<file path="config.mk">
export PLATFORM = sky130hd
export DESIGN_NAME = jtxsl_top
export DESIGN_NICKNAME = d
export VERILOG_FILES = /design/src/jtxsl_pkg.sv /design/src/jtxsl_top.sv
export SDC_FILE = /design/constraint.sdc
export NUM_CORES = 1
export LEC_CHECK = 0
export ABC_CLOCK_PERIOD_IN_PS = 4000
export BUFFER_PORTS_ARGS = -buffer_cell sky130_fd_sc_hd__buf_4
export CORE_ASPECT_RATIO = 1.4
export CORE_MARGIN = 2
export CORE_UTILIZATION = 63
export CTS_BUF_LIST = sky130_fd_sc_hd__clkbuf_4
export CTS_CLUSTER_DIAMETER = 50
export DETAILED_ROUTE_END_ITERATION = 10
export PLACE_DENSITY = 0.81
export SETUP_SLACK_MARGIN = 0.3
export SYNTH_ARGS = -nofsm -noshare
export SYNTH_HDL_FRONTEND = slang
export SYNTH_SLANG_ARGS = --single-unit
</file>
<file path="constraint.sdc">
create_clock -name clk_sys -period 4 [get_ports clk_sys]
set_input_delay 0.8 -clock clk_sys [delete_from_list [all_inputs] [get_ports clk_sys]]
set_output_delay 0.8 -clock clk_sys [all_outputs]
set_load 0.02 [all_outputs]
</file>
<file path="src/jtxsl_pkg.sv">
// shared constants and types for the transmit link timing block
package jtxsl_pkg;
   // ************************************************************
   // sample and lane formats
   // ************************************************************
   localparam int SAMPLE_W = 14;
   localparam int FIFO_DEPTH = 4;
   localparam int FRAMES_PER_MF = 32;
   localparam int LAS_MF = 4;
   localparam int DLY_DEPTH = 28;
   localparam logic [7:0] K28_5 = 8'hBC;
   localparam logic [7:0] K28_0 = 8'h1C;
   localparam logic [7:0] K28_3 = 8'h7C;
   // ************************************************************
   // latencies in half sampling periods and sampling periods
   // ************************************************************
   localparam int LAT_P1_HALF = 21;
   localparam int LAT_P2_HALF = 27;
   localparam logic [3:0] LAT_SC1 = 4'h7;
   localparam logic [3:0] LAT_SC2 = 4'hA;
   localparam logic [3:0] LAT_SL1 = 4'h3;
   localparam logic [3:0] LAT_SL2 = 4'h6;
   localparam real OUT_DELAY_MAX_TS = 0.6;
   // ************************************************************
   // lane bit period limits in ps (set by the serialiser clocking) and system clock period in ns
   // ************************************************************
   localparam int BIT_PS_MIN_1L = 167;
   localparam int BIT_PS_MIN_2L = 294;
   localparam int BIT_PS_MAX = 1000;
   localparam int CLK_NS = 25;
   typedef struct packed {
      logic [SAMPLE_W-1:0] chanA;
      logic [SAMPLE_W-1:0] chanB;
   } jtxsl_sample_t;
   typedef struct packed {
      logic        isCtrl;
      logic [31:0] word;
   } jtxsl_lane_t;
   typedef enum logic [2:0] {
      ST_DATA, ST_COMMA_WAIT, ST_COMMA, ST_BOUND, ST_LAS_WAIT, ST_LAS
   } jtxsl_state_t;
endpackage

</file>
<file path="src/jtxsl_top.sv">
// transmit link timing: sample pipeline, comma and alignment sequencing
//
// Overview of operation
// [RULE1] one lane: pipeline latency 10.5 sampling periods
// [RULE2] two lanes: pipeline latency 13.5 sampling periods
// [RULE3] commas start 7 or 10 periods after request
// [RULE4] alignment sequence 3 or 6 periods after release
// [RULE5] subclass 0 counts from next frame start
// [RULE6] subclass 1/2 count from next multiframe start
// [RULE7] clock edge to lane data within 0.6 periods
// [RULE8] lane bit period within mode limits
// [RULE9] halve select doubles clock versus sample rate
// [RULE10] sync low keeps commas on lanes
// [RULE11] sysref or sync rise resets dividers
// [RULE12] halved clock samples every second edge
// [RULE13] one lane carries both channels; else split
// [RULE14] data flows after alignment until next request
`timescale 1ns/100ps
`default_nettype none

// ****************************************************************
// sample fifo
// ****************************************************************
module jtxsl_fifo #(
   parameter int WIDTH = 28,
   parameter int DEPTH = 4
) (
   input  wire logic             clk_sys,
   input  wire logic             nrst,
   input  wire logic [WIDTH-1:0] inData,
   input  wire logic             inValid,
   output logic                  inReady,
   output logic      [WIDTH-1:0] outData,
   output logic                  outValid,
   input  wire logic             outReady
);
   localparam int AW = $clog2(DEPTH);
   logic [WIDTH-1:0] mem_reg [DEPTH];
   logic [AW:0]      wr_reg, wr_next, rd_reg, rd_next;
   logic             push, pop;
   // pointer update with extra wrap bit for full/empty
   always_comb begin
      inReady  = (wr_reg - rd_reg) != (AW+1)'(DEPTH);
      outValid = wr_reg != rd_reg;
      push     = inValid && inReady;
      pop      = outValid && outReady;
      wr_next  = push ? wr_reg + 1'b1 : wr_reg;
      rd_next  = pop ? rd_reg + 1'b1 : rd_reg;
      outData  = mem_reg[rd_reg[AW-1:0]];
   end
   always_ff @(posedge clk_sys or negedge nrst) begin
      if (!nrst) begin
         wr_reg <= '0;
         rd_reg <= '0;
      end else begin
         wr_reg <= wr_next;
         rd_reg <= rd_next;
      end
   end
   // storage carries no reset
   always_ff @(posedge clk_sys) begin
      if (push) begin
         mem_reg[wr_reg[AW-1:0]] <= inData;
      end
   end
endmodule

// ****************************************************************
// top level
// ****************************************************************
module jtxsl_top
   import jtxsl_pkg::*;
(
   input  wire logic          clk_sys,
   input  wire logic          nrst,
   input  wire logic          clockHalveSelect,
   input  wire logic          twoLaneMode,
   input  wire logic [1:0]    subclass,
   input  wire logic          sysrefPin,
   input  wire logic          syncReqN,
   input  wire jtxsl_sample_t sampleIn,
   input  wire logic          sampleValid,
   output logic               sampleReady,
   output jtxsl_lane_t        serial_lane_first,
   output jtxsl_lane_t        serial_lane_second,
   output logic               laneValid,
   output logic               lane_alignment_seq
);
   // pipeline delay in clocks; 1x clock drops the half period
   // taken by falling-edge sampling
   function automatic logic [4:0] latCycles(input logic two,
                                            input logic halve);
      logic [4:0] h;
      h = two ? 5'(LAT_P2_HALF) : 5'(LAT_P1_HALF);
      latCycles = halve ? h : 5'(h >> 1);
   endfunction

   logic          syncA_reg, syncB_reg, syncPrev_reg;
   logic          refA_reg, refB_reg, refPrev_reg;
   logic          syncRise, syncFall, refRise, divInit;
   logic          phase_reg, phase_next, strobe;
   logic [4:0]    lmfc_reg, lmfc_next;
   jtxsl_sample_t fifoData;
   logic          fifoValid, popFire;
   jtxsl_sample_t dly_reg [DLY_DEPTH];
   logic [DLY_DEPTH-1:0] dlyV_reg;
   logic [4:0]    tap;
   jtxsl_state_t  st_reg, st_next;
   logic [7:0]    cnt_reg, cnt_next;
   jtxsl_lane_t   laneA_next, laneB_next;
   logic          laneV_next;

   // ************************************************************
   // pin synchronisers and edge detect
   // ************************************************************
   always_ff @(posedge clk_sys or negedge nrst) begin
      if (!nrst) begin
         syncA_reg    <= 1'b1;
         syncB_reg    <= 1'b1;
         syncPrev_reg <= 1'b1;
         refA_reg     <= 1'b0;
         refB_reg     <= 1'b0;
         refPrev_reg  <= 1'b0;
      end else begin
         syncA_reg    <= syncReqN;
         syncB_reg    <= syncA_reg;
         syncPrev_reg <= syncB_reg;
         refA_reg     <= sysrefPin;
         refB_reg     <= refA_reg;
         refPrev_reg  <= refB_reg;
      end
   end
   // divider init on sysref (sc1) or sync (sc2) rise, see [RULE11]
   always_comb begin
      syncRise = syncB_reg && !syncPrev_reg;
      syncFall = !syncB_reg && syncPrev_reg;
      refRise  = refB_reg && !refPrev_reg;
      divInit  = (subclass == 2'h1 && refRise) ||
                 (subclass == 2'h2 && syncRise);
   end

   // ************************************************************
   // sample divider and multiframe counter
   // ************************************************************
   // halved clock: one sample every second edge, see [RULE9] [RULE12]
   always_comb begin
      strobe     = clockHalveSelect ? phase_reg : 1'b1;
      phase_next = divInit ? 1'b0 : !phase_reg;
      lmfc_next  = lmfc_reg;
      if (divInit) begin
         lmfc_next = '0;
      end else if (strobe) begin
         lmfc_next = (lmfc_reg == 5'(FRAMES_PER_MF-1)) ? '0
                                                       : lmfc_reg + 1'b1;
      end
   end
   always_ff @(posedge clk_sys or negedge nrst) begin
      if (!nrst) begin
         phase_reg <= 1'b0;
         lmfc_reg  <= '0;
      end else begin
         phase_reg <= phase_next;
         lmfc_reg  <= lmfc_next;
      end
   end

   // ************************************************************
   // sample buffer and pipeline delay line
   // ************************************************************
   jtxsl_fifo #(
      .WIDTH ($bits(jtxsl_sample_t)),
      .DEPTH (FIFO_DEPTH)
   ) u_fifo (
      .clk_sys  (clk_sys),
      .nrst     (nrst),
      .inData   (sampleIn),
      .inValid  (sampleValid),
      .inReady  (sampleReady),
      .outData  (fifoData),
      .outValid (fifoValid),
      .outReady (strobe)
   );
   assign popFire = fifoValid && strobe;
   assign tap     = latCycles(twoLaneMode, clockHalveSelect);
   // fixed-length shift, output picked at mode tap, see [RULE1] [RULE2]
   always_ff @(posedge clk_sys or negedge nrst) begin
      if (!nrst) begin
         dlyV_reg <= '0;
      end else begin
         dlyV_reg <= {dlyV_reg[DLY_DEPTH-2:0], popFire};
      end
   end
   always_ff @(posedge clk_sys) begin
      dly_reg[0] <= fifoData;
      for (int i = 1; i < DLY_DEPTH; i++) begin
         dly_reg[i] <= dly_reg[i-1];
      end
   end

   // ************************************************************
   // sync sequencing
   // ************************************************************
   always_comb begin
      st_next  = st_reg;
      cnt_next = cnt_reg;
      if (syncFall && st_reg != ST_COMMA_WAIT && st_reg != ST_COMMA) begin
         // request again: go back to commas, see [RULE14]
         st_next  = ST_COMMA_WAIT;
         cnt_next = '0;
      end else begin
         case (st_reg)
            ST_COMMA_WAIT: begin
               // see [RULE3]
               if (strobe) begin
                  cnt_next = cnt_reg + 1'b1;
                  if (cnt_reg[3:0] ==
                      (twoLaneMode ? LAT_SC2 : LAT_SC1) - 4'h1) begin
                     st_next = ST_COMMA;
                  end
               end
            end
            ST_COMMA: begin
               if (syncRise) begin
                  st_next = ST_BOUND;
               end
            end
            ST_BOUND: begin
               // frame start (sc0) or multiframe start, see [RULE5] [RULE6]
               if (strobe && (subclass == 2'h0 || lmfc_reg == '0)) begin
                  st_next  = ST_LAS_WAIT;
                  cnt_next = 8'h01;
               end
            end
            ST_LAS_WAIT: begin
               // see [RULE4]
               if (strobe) begin
                  cnt_next = cnt_reg + 1'b1;
                  if (cnt_reg[3:0] ==
                      (twoLaneMode ? LAT_SL2 : LAT_SL1)) begin
                     st_next  = ST_LAS;
                     cnt_next = '0;
                  end
               end
            end
            ST_LAS: begin
               if (strobe) begin
                  cnt_next = cnt_reg + 1'b1;
                  if (cnt_reg == 8'(LAS_MF*FRAMES_PER_MF-1)) begin
                     st_next = ST_DATA;
                  end
               end
            end
            default: begin
               st_next = ST_DATA;
            end
         endcase
      end
   end
   always_ff @(posedge clk_sys or negedge nrst) begin
      if (!nrst) begin
         st_reg  <= ST_COMMA_WAIT;
         cnt_reg <= '0;
      end else begin
         st_reg  <= st_next;
         cnt_reg <= cnt_next;
      end
   end

   // ************************************************************
   // lane mapping and output registers
   // ************************************************************
   always_comb begin
      jtxsl_sample_t s;
      logic [7:0]    k;
      s          = dly_reg[tap];
      k          = (cnt_reg[4:0] == 5'h1F) ? K28_3 : K28_0;
      laneV_next = 1'b0;
      laneA_next = '0;
      laneB_next = '0;
      if (st_reg == ST_COMMA) begin
         // commas while sync held low, see [RULE10]
         laneV_next = strobe;
         laneA_next = '{1'b1, {4{K28_5}}};
         laneB_next = twoLaneMode ? '{1'b1, {4{K28_5}}} : '0;
      end else if (st_reg == ST_LAS) begin
         laneV_next = strobe;
         laneA_next = '{1'b1, {k, 16'h0, cnt_reg}};
         laneB_next = twoLaneMode ? laneA_next : '0;
      end else if (st_reg == ST_DATA) begin
         // both channels on first lane in one-lane mode, see [RULE13]
         laneV_next = dlyV_reg[tap];
         laneA_next = twoLaneMode ? '{1'b0, {18'h0, s.chanA}}
                                  : '{1'b0, {2'h0, s.chanA, 2'h0, s.chanB}};
         laneB_next = twoLaneMode ? '{1'b0, {18'h0, s.chanB}} : '0;
      end
   end
   // registered lanes: one clock edge to output, see [RULE7] [RULE8]
   always_ff @(posedge clk_sys or negedge nrst) begin
      if (!nrst) begin
         serial_lane_first  <= '0;
         serial_lane_second <= '0;
         laneValid          <= 1'b0;
         lane_alignment_seq <= 1'b0;
      end else begin
         serial_lane_first  <= laneA_next;
         serial_lane_second <= laneB_next;
         laneValid          <= laneV_next;
         lane_alignment_seq <= st_reg == ST_LAS;
      end
   end
endmodule
`default_nettype wire

</file>
Yosys cells after proc, flatten, opt, wreduce, memory -nomap -nowiden
Memory sizes are Yosys's and may differ from the RTL's.
Index checks and enable logic that the tools add are counted.
Word-level totals
  bits in registers: 125
  memory bits (writable): 896
  input port bits: 37
  output and inout bits: 69
  word-level logic and storage cells: 120
  memories: 2
Operators by class
  $add $sub $neg: 6
  $lt $le $gt $ge: 1
  equal/unequal tests: 25
  multiplexer cells: 43
  reductions and logical operators: 24
Memory list
  dly_reg: words 28, bits a word 28, rd ports 28, clocked after Yosys merged registers in 0, write ports 28, RTL line jtxsl_top.sv:105  | jtxsl_sample_t dly_reg [DLY_DEPTH];
  u_fifo.mem_reg: words 4, bits a word 28, rd ports 1, clocked after Yosys merged registers in 0, write ports 1, RTL line jtxsl_top.sv:38  | logic [WIDTH-1:0] mem_reg [DEPTH];
Operators with widths (number)
  $mux W33: 6
  $mux W30: 2
  $mux W8: 5
  $mux W3: 10
  $mux W14: 2
  $ne A3 B3 Y1 const B: 9
  $pmux W8 S3: 1
  $mux W5: 4
  $pmux W3 S5: 1
  $eq A5 B5 Y1 const B: 2
  $logic_and A1 B1 Y1: 10
  $add A8 B1 Y8 const B: 1
  $eq A8 B7 Y1 const B: 1
  $mux W1: 8
  $mux W4: 2
  $reduce_and A8 Y1: 1
  $mux W7: 1
  $add A3 B1 Y3 const B: 2
  $eq A3 B2 Y1 const B: 2
  $eq A3 B3 Y1 const B: 2
  $lt A5 B6 Y1 const B: 1
  $ne A3 B1 Y1 const B: 2
  $add A5 B1 Y5 const B: 1
  $bmux W1 S5: 1
  other kinds (18): 22

Longest topological paths before layout
Gate-level depths: netlist (run 1).
  depth in word-level cells: 7
  gate-level depth with buffers: 13

Modules after synthesis
Synthesis (run 1) repeated with hierarchy kept, for this count alone.
Unflattened totals
  cells, all modules: 1675
  area, all modules: 28170.8 um^2
By module, submodules not included
  jtxsl_top: times used 1, cells an instance 1493, area an instance 23717.7 um^2, sequential area each 18252.5 um^2
  jtxsl_fifo: times used 1, cells an instance 182, area an instance 4453.0 um^2, sequential area each 3513.4 um^2

Worst setup path before layout (run 1)
Ideal clock, no wire load.
  path kind: input to register
  from: in clockHalveSelect
  to: reg serial_lane_first[6] in the netlist's numbering
  arrival: 3093 ps
  required time: 3874 ps
  setup slack: 781 ps
  stages: 11
  buffers on the path: 5
  cells stage by stage: clkbuf_1 -> inv_1 -> clkbuf_1 -> ha_1 -> buf_4 -> buf_4 -> buf_2 -> mux4_2 -> a22oi_1 -> nand3_1 -> a221o_1
RTL lines
  start: declaration: RTL line jtxsl_top.sv:76  | input wire logic clockHalveSelect,
  end signal: assignment: RTL line jtxsl_top.sv:305  | serial_lane_first <= laneA_next;
  end: declaration: RTL line jtxsl_top.sv:84  | output jtxsl_lane_t serial_lane_first,

Final worst setup path (run 1)
  from: reg u_fifo.wr_reg[0]
  to: out sampleReady
On the way
  longest elaborated chain between the ends: 2
RTL lines
  start: declaration: RTL line jtxsl_top.sv:39  | logic [AW:0] wr_reg, wr_next, rd_reg, rd_next;
  start signal: assignment: RTL line jtxsl_top.sv:56  | wr_reg <= wr_next;
  $sub A3 B3 Y3: RTL line jtxsl_top.sv:43  | inReady = (wr_reg - rd_reg) != (AW+1)'(DEPTH);
  $ne A3 B3 Y1: RTL line jtxsl_top.sv:43
  end: declaration: RTL line jtxsl_top.sv:83  | output logic sampleReady,
No other way between the ends.

==> out/metrics.yaml, run 1 <==
status: "finished, final reports clean"
grt-ovfl-total: 0
grt_pass1_vias: 15760
num_rows: 91
numClockSinks: 1004
synth_area_leader_cell: "dfxtp_1"
crit_family: "flip-flops"
io_buffers: 98
path_clk_slew_ns: 0.07
place_ws_ns: 0.440
die_y_um: 254
synth-warning-count: 0
path_class: "register to output port"
async_flop_share_pct: 10.8
vias: 14476
multi_input_area_um2: 5920
synth_area_leaders: "dfxtp_1 (56%), edfxtp_1 (12%), dfrtp_1 (9.2%)"
ant_nets: 0
worst_slew_pin_slew_ns: 0.935
dp.cells: 2302
rsz0062_at_grt: "false"
ys_seq_area_share_pct: 77.1
grt_usage_pct: 22.6
avgSynthCellArea_um2: 16.7
route.detailed.wl_per_inst_um: 18.9
synth-edff-count: 112
grt_pass1_wl_mm: 80.6
cts_buffers: 208
holdCritPathClass: "input port to register"
routed-wl-met2_mm: 25.3
p_leak_nw: 13.4
core_area_um2: 44200
gp_congestion: 0.901
finalCritPeriodShare_pct: 76.4
fin_worst_skew_ns: 0.0954
maxSlewViolCount: 0
cts_tree: "yes"
max_stage_delay_ns: 0.41
fmax_mhz: 327
drive_above_1_share_pct: 27.3
crit_path_cell_trace: "inv_1, ha_1, nor2b_1, xnor2_1, nand3_1, buf_4"
h-tree-depth: 4
syn_inst: 1687
vias_per_cell: 5.40
clock_path_buffers: 3
ir_drop_mv: 0.443
fin_setup_tns_ns: 0
drc: 0
dieArea_um2: 46500
finalHoldViolations: 0
largest_reg_flops: 784
fin_ws_ns: 0.942
drt_iter0_drc: 881
dr.pass1.iters: 5
root_buffer: "clkbuf_4"
placed_area_um2: 29500
synthTopCellsByCount: "dfxtp_1 (784), edfxtp_1 (112), dfrtp_1 (104), mux4_2 (96), mux2i_1 (91)"
setup_viol: 0
yosysUniqueCellTypes: 67
post-cts-setup-buffers: 0
maxUsedRoutingLayer: "met4"
final.fill_count: 2684
yosysMostFrequentCell: "dfxtp_1"
relSlewSlack_pct: 37.7
design_area_um2: 32200
syn_area_um2: 28200
dp_hpwl_mm: 32.5
nets: 2012
dr_wl_met3_mm: 2.89
wl_met1_mm: 20.7
start_kind: "register"
synth_top_area_share_pct: 55.6
io_pins: 106
ys_ff_latch: 1004
finish.utilization_pct: 72.8
worstPathMaxFanout: 4
arrival_ns: 2.26
worstPathRequired_ns: 3.20
endpoint_kind: "output port"
grt_max_degree: 74
syn2layout_area_growth_pct: 13.9
floorplan.initialDensity_pct: 63.9
die_w_um: 183
p_per_area_nw_per_um2: 887
crit_buf_inv: 2
clock_latency_ns: 0.95
regArea_um2: 21800
min_period_ns: 3.06
drt-total-wl_mm: 50.6
synth_ff_type: "dfxtp_1"
antenna_found_initial: 2
crit_slowest_cell: "dfrtp_1"
drv_cap: 0
final_cells: 2679
where the power goes:
part	leakage (nW)	internal [mW]	switching, mW
clock	1.55	3.59	3.61
sequential	9.00	15.1	2.00
combinational	2.83	2.03	2.15
through the flow:
stage	hold WS (ns)	power, mW
floorplan	0.310	19.4
global placement	0.310	21.0
detailed placement	0.312	21.5
CTS	0.00696	28.8
global route	-0.00250	30.0
finish	0.0978	28.5
final timing paths:
check / from / endpoint / slack [ns] / cells after the start
worst max-delay path: u_fifo.wr_reg[0] / sampleReady / 0.94 / 6
worst min-delay path: sampleIn[22] / u_fifo.mem_reg[3][22] / 0.1 / 1
worst max register to register: st_reg[1] / serial_lane_first[7] / 1.53 / 5
worst min register to register: dly_reg[17][1] / dly_reg[18][1] / 0.26 / 0
max in group asynchronous: nrst / u_fifo.rd_reg[0] / 2.53 / 3
min in group asynchronous: nrst / serial_lane_first[2] / 0.53 / 2
kinds of logic (layout without fill, tap and decap cells):
logic type / count (synthesis) / in the layout / share of synthesized area [%]
flip-flops: 1004 / 1004 / 77.1
buffers and inverters: 95 / 519 / 2.09
other: 1 / 11 / 0.0133
XOR/XNOR: 6 / 6 / 0.186
adder cells (fa/ha/maj): 18 / 18 / 0.798
AND/OR/NAND/NOR: 179 / 179 / 3.08
multiplexers: 211 / 211 / 12.2
AO/OA/AOI/OAI: 173 / 173 / 4.48
area by class of cell:
type	count	area share, %
Antenna cell	4	0.0311
Clock buffer	290	6.77
Clock inverter	80	1.44
Inverter	13	0.152
Multi-Input combinational cell	594	18.4
Sequential cell	1004	67.7
Tap cell	558	2.17
Timing Repair Buffer	136	3.35
cells in the final DEF, fill, tap and decap left out, drive strengths merged, types with 33 or more instances in the layout:
| cell type | count |
|---|---|
| a22oi | 33 |
| clkinv | 70 |
| nand2 | 60 |
| clkbuf | 290 |
| dfxtp | 784 |
| dfrtp | 104 |
| edfxtp | 112 |
| nor2 | 38 |
| mux2i | 91 |
| mux4 | 103 |
| buf | 133 |
worst reg2reg max path: cells and delay by family (launching register included):
kind | cells | cell delay, ns
AO/OA/AOI/OAI | 1 | 0.22
flip-flops | 1 | 0.62
AND/OR/NAND/NOR | 4 | 1.54
repair_timing:
action	in CTS	in global routing
hold endpoints to repair	42	0
hold buffers	3	0
resized for setup	0	0
layer usage:
metal  up-vias  track usage [%]
met5         -                0
met4         0             11.8
met3       141             5.58
met2       525             37.8
met1      7089             27.3
li1       6721                -
(Power assumes the default switching activity.)
==> run 2: changes to the inputs <==
--- a/config.mk
+++ b/config.mk
@@ -5,7 +5,7 @@
 export SDC_FILE = /design/constraint.sdc
 export NUM_CORES = 1
 export LEC_CHECK = 0
-export ABC_CLOCK_PERIOD_IN_PS = 4000
+export ABC_CLOCK_PERIOD_IN_PS = 2900
 export BUFFER_PORTS_ARGS = -buffer_cell sky130_fd_sc_hd__buf_4
 export CORE_ASPECT_RATIO = 1.4
 export CORE_MARGIN = 2
==> constraint.sdc (replaced) <==
create_clock -name clk_sys -period 2.9 [get_ports clk_sys]
set_input_delay 0.58 -clock clk_sys [delete_from_list [all_inputs] [get_ports clk_sys]]
set_output_delay 0.58 -clock clk_sys [all_outputs]
set_load 0.02 [all_outputs]
==> run 2 against run 1 <==
  * Clock skew decreased by 0.040 ns
  * Hold slack worse by 0.011 ns
  * Power is 40% higher
  * Critical endpoint unchanged
  * Largest cell class unchanged
==> out/metrics.yaml, run 2 (synthesized netlist as in run 1, its figures left out) <==
clock_power_share_pct: 25.3  # about the same
finalHoldViolations: 0  # unchanged
dr.pass1.iters: 7  # +2
grt_usage_pct: 22.6  # +0.036 points
maxUsedRoutingLayer: "met4"
max_stage_delay_ns: 0.39  # -0.02 ns
worstPathMaxFanout: 2  # -2
drt_iter0_drc: 702  # -20%
layout_commonest_cell: "dfxtp_1"
dp.cells: 2335  # +1.4%
grt-ovfl-total: 0  # unchanged
root_buffer: "clkbuf_4"
nets: 2075  # +3.1%
ant_nets: 0  # unchanged
io_buffers: 98  # unchanged
place_ws_ns: 0.0242  # -0.415 ns
route.detailed.wl_per_inst_um: 18.6  # -1.4%
vias: 14528  # +0.36%
dr_wl_met3_mm: 2.34  # -19%
antenna_found_initial: 1  # -1
arrival_ns: 2.00  # -0.26 ns
p_per_area_nw_per_um2: 1210  # +37%
dieArea_um2: 46500  # unchanged
clock_path_buffers: 3  # unchanged
largest_reg_flops: 784  # unchanged
swShare_pct: 27.1  # -0.14 points
setup_viol: 0  # unchanged
numClockSinks: 1004  # unchanged
die_y_um: 254  # unchanged
h-tree-depth: 4  # unchanged
crit_slowest_cell: "dfrtp_1"
p_total_mw: 39.9  # +40%
floorplan.initialDensity_pct: 63.9  # unchanged
drt-total-wl_mm: 51.0  # +0.75%
status: "finished, final reports clean"
switching_power_mw: 10.8  # +39%
rsz0062_at_grt: "true"
fmax_mhz: 388
ir_drop_mv: 0.528  # +19%
cts_tree: "yes"
grt_pass1_wl_mm: 80.6  # about the same
vias_per_cell: 5.31  # -1.8%
path_clk_slew_ns: 0.07  # about the same
die_w_um: 183  # unchanged
relSlewSlack_pct: 49.7  # +12 points
core_area_um2: 44200  # unchanged
holdCritPathClass: "input port to register"
p_seq_share_pct: 59.1  # -1.0 points
gp_congestion: 0.884  # -1.8%
p_int_mw: 29.1  # +40%
grt_max_degree: 52  # -30%
hold_slack_ns: 0.0863  # -0.0115 ns
num_rows: 91  # unchanged
dp_hpwl_mm: 33.4  # +2.8%
layout_common_cells: "dfxtp_1 (784), clkbuf_4 (309), buf_4 (160)"
worstPathRequired_ns: 2.32  # -0.88 ns
worst_slew_pin_slew_ns: 0.754  # -0.181 ns
p_leak_nw: 13.7  # +2.8%
routed-wl-met2_mm: 25.9  # +2.1%
fin_setup_tns_ns: 0  # unchanged
grt_pass1_vias: 15608  # -0.96%
final.fill_count: 2623  # -2.3%
start_kind: "register"
clock_latency_ns: 0.91  # -0.04 ns
endpoint_kind: "output port"
drv_cap: 0  # unchanged
multi_input_area_um2: 5960  # +0.82%
io_pins: 106  # unchanged
drive_above_1_share_pct: 29.7  # +2.4 points
regArea_um2: 21800  # unchanged
fin_ws_ns: 0.324  # -0.619 ns
min_period_ns: 2.58
crit_path_cell_trace: "inv_2, ha_4, nor2b_4, xnor2_2, nand3_2, buf_6"
p_comb_share_pct: 15.6  # +0.9 points
fin_worst_skew_ns: 0.0549  # -0.0404 ns
syn2layout_area_growth_pct: 16.3
maxSlewViolCount: 0  # unchanged
path_class: "register to output port"
final_cells: 2737  # +2.2%
finalCritPeriodShare_pct: 88.8
wl_met1_mm: 21.0  # +1.8%
drc: 0  # unchanged
cts_buffers: 206  # -0.96%
run 2: timing repair:
item / in CTS / in global routing
pin swaps: 3 / 2
endpoints found under the hold margin: 218 / 0
hold buffers: 31 / 0
buffers inserted: 3 / 1
resized for setup: 9 / 2
endpoints found under the setup margin: 1 / 1
run 2: per-stage QoR:
step                      cell area [um2]  utilization [%]
after floorplan                     28300                -
after global placement              29800             67.4
after detailed placement            29800             67.4
after CTS                           32800             74.3
after global routing                32800             74.3
final                               32800             74.3
run 2: final timing paths:
path | start | cells after the start | to | slack, ns
max | u_fifo.wr_reg[0] | 6 | sampleReady | 0.32
min | subclass[1] | 3 | phase_reg | 0.09
max reg2reg | st_reg[0] | 8 | laneValid | 0.54
min reg2reg | dly_reg[15][1] | 0 | dly_reg[16][1] | 0.28
max in group asynchronous | nrst | 3 | syncB_reg | 2.02
min in group asynchronous | nrst | 2 | serial_lane_first[20] | 0.16
run 2: area by class of cell:
type	instances	share of cell area, %
multi-input combinational	594	18.2
timing repair buffer	201	5.19
antenna	1	0.00762
clock buffer	309	7.06
inverter	13	0.156
tap	558	2.13
sequential	1004	66.3
clock inverter	57	1.01
run 2: critical path, delay by kind of cell, from the launching register on:
kind | cells | cell delay, ns
xor gates and xnor gates | 1 | 0.13
adders and majority gates | 1 | 0.12
buffers and inverters | 2 | 0.22
DFF | 1 | 0.39
and+or+nand+nor | 2 | 0.26
run 2: per-layer routing:
| metal | up-vias | global-route usage, % |
|---|---|---|
| met1 | 7154 | 27.0 |
| li1 | 6828 | - |
| met5 | - | 0 |
| met3 | 116 | 5.31 |
| met4 | 0 | 11.9 |
| met2 | 430 | 38.3 |
run 2: power groups by stage:
stage	Clock (mW)	Combinational (mW)	Sequential, mW
4_1_cts	10.4	6.20	23.6
5_1_grt	11.1	6.65	24.2
3_5_place_dp	0	6.01	23.8
2_1_floorplan	0	4.01	22.8
6_report	10.1	6.21	23.6
3_3_place_gp	0	5.84	23.4
==> run 3: changes to the inputs <==
--- a/config.mk
+++ b/config.mk
@@ -9,11 +9,10 @@
 export BUFFER_PORTS_ARGS = -buffer_cell sky130_fd_sc_hd__buf_4
 export CORE_ASPECT_RATIO = 1.4
 export CORE_MARGIN = 2
-export CORE_UTILIZATION = 63
+export CORE_UTILIZATION = 35
 export CTS_BUF_LIST = sky130_fd_sc_hd__clkbuf_4
 export CTS_CLUSTER_DIAMETER = 50
 export DETAILED_ROUTE_END_ITERATION = 10
-export PLACE_DENSITY = 0.81
 export SETUP_SLACK_MARGIN = 0.3
 export SYNTH_ARGS = -nofsm -noshare
 export SYNTH_HDL_FRONTEND = slang
==> constraint.sdc (replaced) <==
create_clock -name clk_sys -period 2.9 [get_ports clk_sys]
set_input_delay 0.435 -clock clk_sys [delete_from_list [all_inputs] [get_ports clk_sys]]
set_output_delay 0.435 -clock clk_sys [all_outputs]
set_load 0.02 [all_outputs]
==> run 3 against run 2 <==
  * Core utilization is 32 points lower
  * Via count increased by 2.5%
  * Clock skew increased by 0.024 ns
  * First-iteration DRC count up 16%
  * Sequential cell count unchanged
  * Global-route usage shrank 8.8 points
  * Sequential power is essentially flat
  * Die area increased by 78%
  * Critical path depth unchanged
  * Critical path type unchanged
  * Highest routed layer unchanged
==> out/metrics.yaml, run 3 (synthesized netlist as in run 1, its figures left out) <==
vias_per_cell: 4.48  # -16%
layout_common_cells: "dfxtp_1 (784), clkbuf_4 (332), buf_4 (172)"
ant_nets: 0  # unchanged
layout_commonest_cell: "dfxtp_1"
cts_buffers: 224  # +8.7%
p_leak_nw: 14.0  # +2.1%
design_area_um2: 34000  # +3.6%
drv_cap: 0  # unchanged
die_w_um: 244  # +33%
numClockSinks: 1004  # unchanged
fin_setup_tns_ns: 0  # unchanged
swShare_pct: 27.1  # +0.034 points
worstPathRequired_ns: 2.47  # +0.15 ns
rsz0062_at_grt: "true"
dr_wl_met3_mm: 2.80  # +20%
hold_slack_ns: 0.175  # +0.0890 ns
min_period_ns: 2.60  # +0.0281 ns
crit_family: "flip-flops"
crit_buf_inv: 2  # unchanged
core_area_um2: 80200  # +81%
placed_area_um2: 30500  # +2.3%
grt_usage_pct: 13.8  # -8.8 points
num_rows: 123  # +35%
io_buffers: 98  # unchanged
h-tree-depth: 4  # unchanged
dieArea_um2: 83000  # +78%
grt_pass1_vias: 16262  # +4.2%
arrival_ns: 2.17  # +0.17 ns
io_pins: 106  # unchanged
p_seq_share_pct: 57.9  # -1.2 points
start_kind: "register"
p_int_mw: 29.6  # +1.7%
dp.cells: 2849  # +22%
setup_viol: 0  # unchanged
path_clk_slew_ns: 0.07  # about the same
final.fill_count: 7226  # +180%
cts_tree: "yes"
clock_power_share_pct: 26.3  # +1.0 points
nets: 2125  # +2.4%
finish.utilization_pct: 42.4  # -32 points
dr.pass1.iters: 7  # unchanged
vias: 14891  # +2.5%
switching_power_mw: 11.0  # +1.9%
dp_hpwl_mm: 36.9  # +11%
drive_above_1_share_pct: 29.8  # +0.18 points
status: "finished, final reports clean"
route.detailed.wl_per_inst_um: 16.8  # -9.8%
ir_drop_mv: 0.513  # -2.8%
maxSlewViolCount: 0  # unchanged
die_y_um: 340  # +34%
final_cells: 3325  # +21%
antenna_found_initial: 2  # +1
worst_slew_pin_slew_ns: 0.633  # -0.121 ns
crit_path_cell_trace: "inv_1, ha_1, nor2b_4, xnor2_2, nand3_2, buf_6"
wl_met1_mm: 23.4  # +11%
p_comb_share_pct: 15.7  # about the same
largest_reg_flops: 784  # unchanged
max_stage_delay_ns: 0.36  # -0.03 ns
grt_pass1_wl_mm: 88.8  # +10%
fin_worst_skew_ns: 0.0788  # +0.0239 ns
p_per_area_nw_per_um2: 1190  # -1.8%
finalHoldViolations: 0  # unchanged
holdCritPathClass: "input port to register"
endpoint_kind: "output port"
worstPathMaxFanout: 2  # unchanged
finalCritPeriodShare_pct: 89.8  # +0.97 points
path_class: "register to output port"
grt-ovfl-total: 0  # unchanged
drt_iter0_drc: 812  # +16%
routed-wl-met2_mm: 28.1  # +8.8%
root_buffer: "clkbuf_4"
crit_slowest_cell: "dfrtp_1"
floorplan.initialDensity_pct: 35.2  # -29 points
clock_latency_ns: 1.03  # +0.12 ns
drc: 0  # unchanged
clock_path_buffers: 3  # unchanged
syn2layout_area_growth_pct: 20.6
drt-total-wl_mm: 55.8  # +9.5%
maxUsedRoutingLayer: "met4"
relSlewSlack_pct: 57.6  # +7.9 points
grt_max_degree: 45  # -13%
gp_congestion: 0.826  # -6.6%
fmax_mhz: 384  # -1.1%
[run 3: timing repair]
action                     4_1_cts  5_1_grt
gates resized for setup          8        1
hold buffers                    52        0
pin swaps                        3        2
gates cloned                     0        0
buffers inserted                 4        1
setup endpoints to repair        1        1
hold endpoints to repair       250        0
[run 3: cell type report]
class                           count  area (um2)  share of cell area (%)
Timing Repair Buffer              233        1990                    5.86
Sequential cell                  1004       21800                    64.0
Antenna cell                        4        10.0                  0.0294
Clock buffer                      332        2490                    7.32
Tap cell                         1062        1330                    3.91
Multi-Input combinational cell    594        5970                    17.5
Clock inverter                     83         420                    1.24
Inverter                           13        48.8                   0.143
[run 3: per-layer routing]
metal,global-route usage (%),vias up
met1,16.2,7425
li1,-,6978
met2,23.1,399
met4,6.45,0
met3,4.30,89
met5,0,-
[run 3: worst paths after layout]
| kind | start | endpoint | slack [ns] | cells past startpoint |
|---|---|---|---|---|
| min reg2reg | dly_reg[9][25] | dly_reg[10][25] | 0.26 | 0 |
| min in group asynchronous | nrst | serial_lane_first[22] | 0.60 | 4 |
| max reg2reg | u_fifo.rd_reg[1] | u_fifo.mem_reg[3][6] | 0.53 | 6 |
| min | sampleIn[13] | u_fifo.mem_reg[3][13] | 0.18 | 2 |
| max | u_fifo.rd_reg[1] | sampleReady | 0.30 | 6 |
| max in group asynchronous | nrst | syncB_reg | 1.99 | 4 |
[run 3: power by group through the flow]
stage          clock network, mW  logic, mW  registers, mW
2_1_floorplan                  0       3.99           22.8
3_5_place_dp                   0       6.25           23.8
6_report                    10.7       6.39           23.5
3_3_place_gp                   0       6.15           23.6
4_1_cts                     11.1       6.45           23.6
5_1_grt                     11.9       6.92           24.2
[run 3: metrics by stage]
stage	total power, mW	setup slack (ns)
floorplan	26.8	0.306
detailed placement	30.1	-0.131
global placement	29.7	-0.120
finish	40.6	0.295
CTS	41.2	0.107
global route	43.0	0.0828
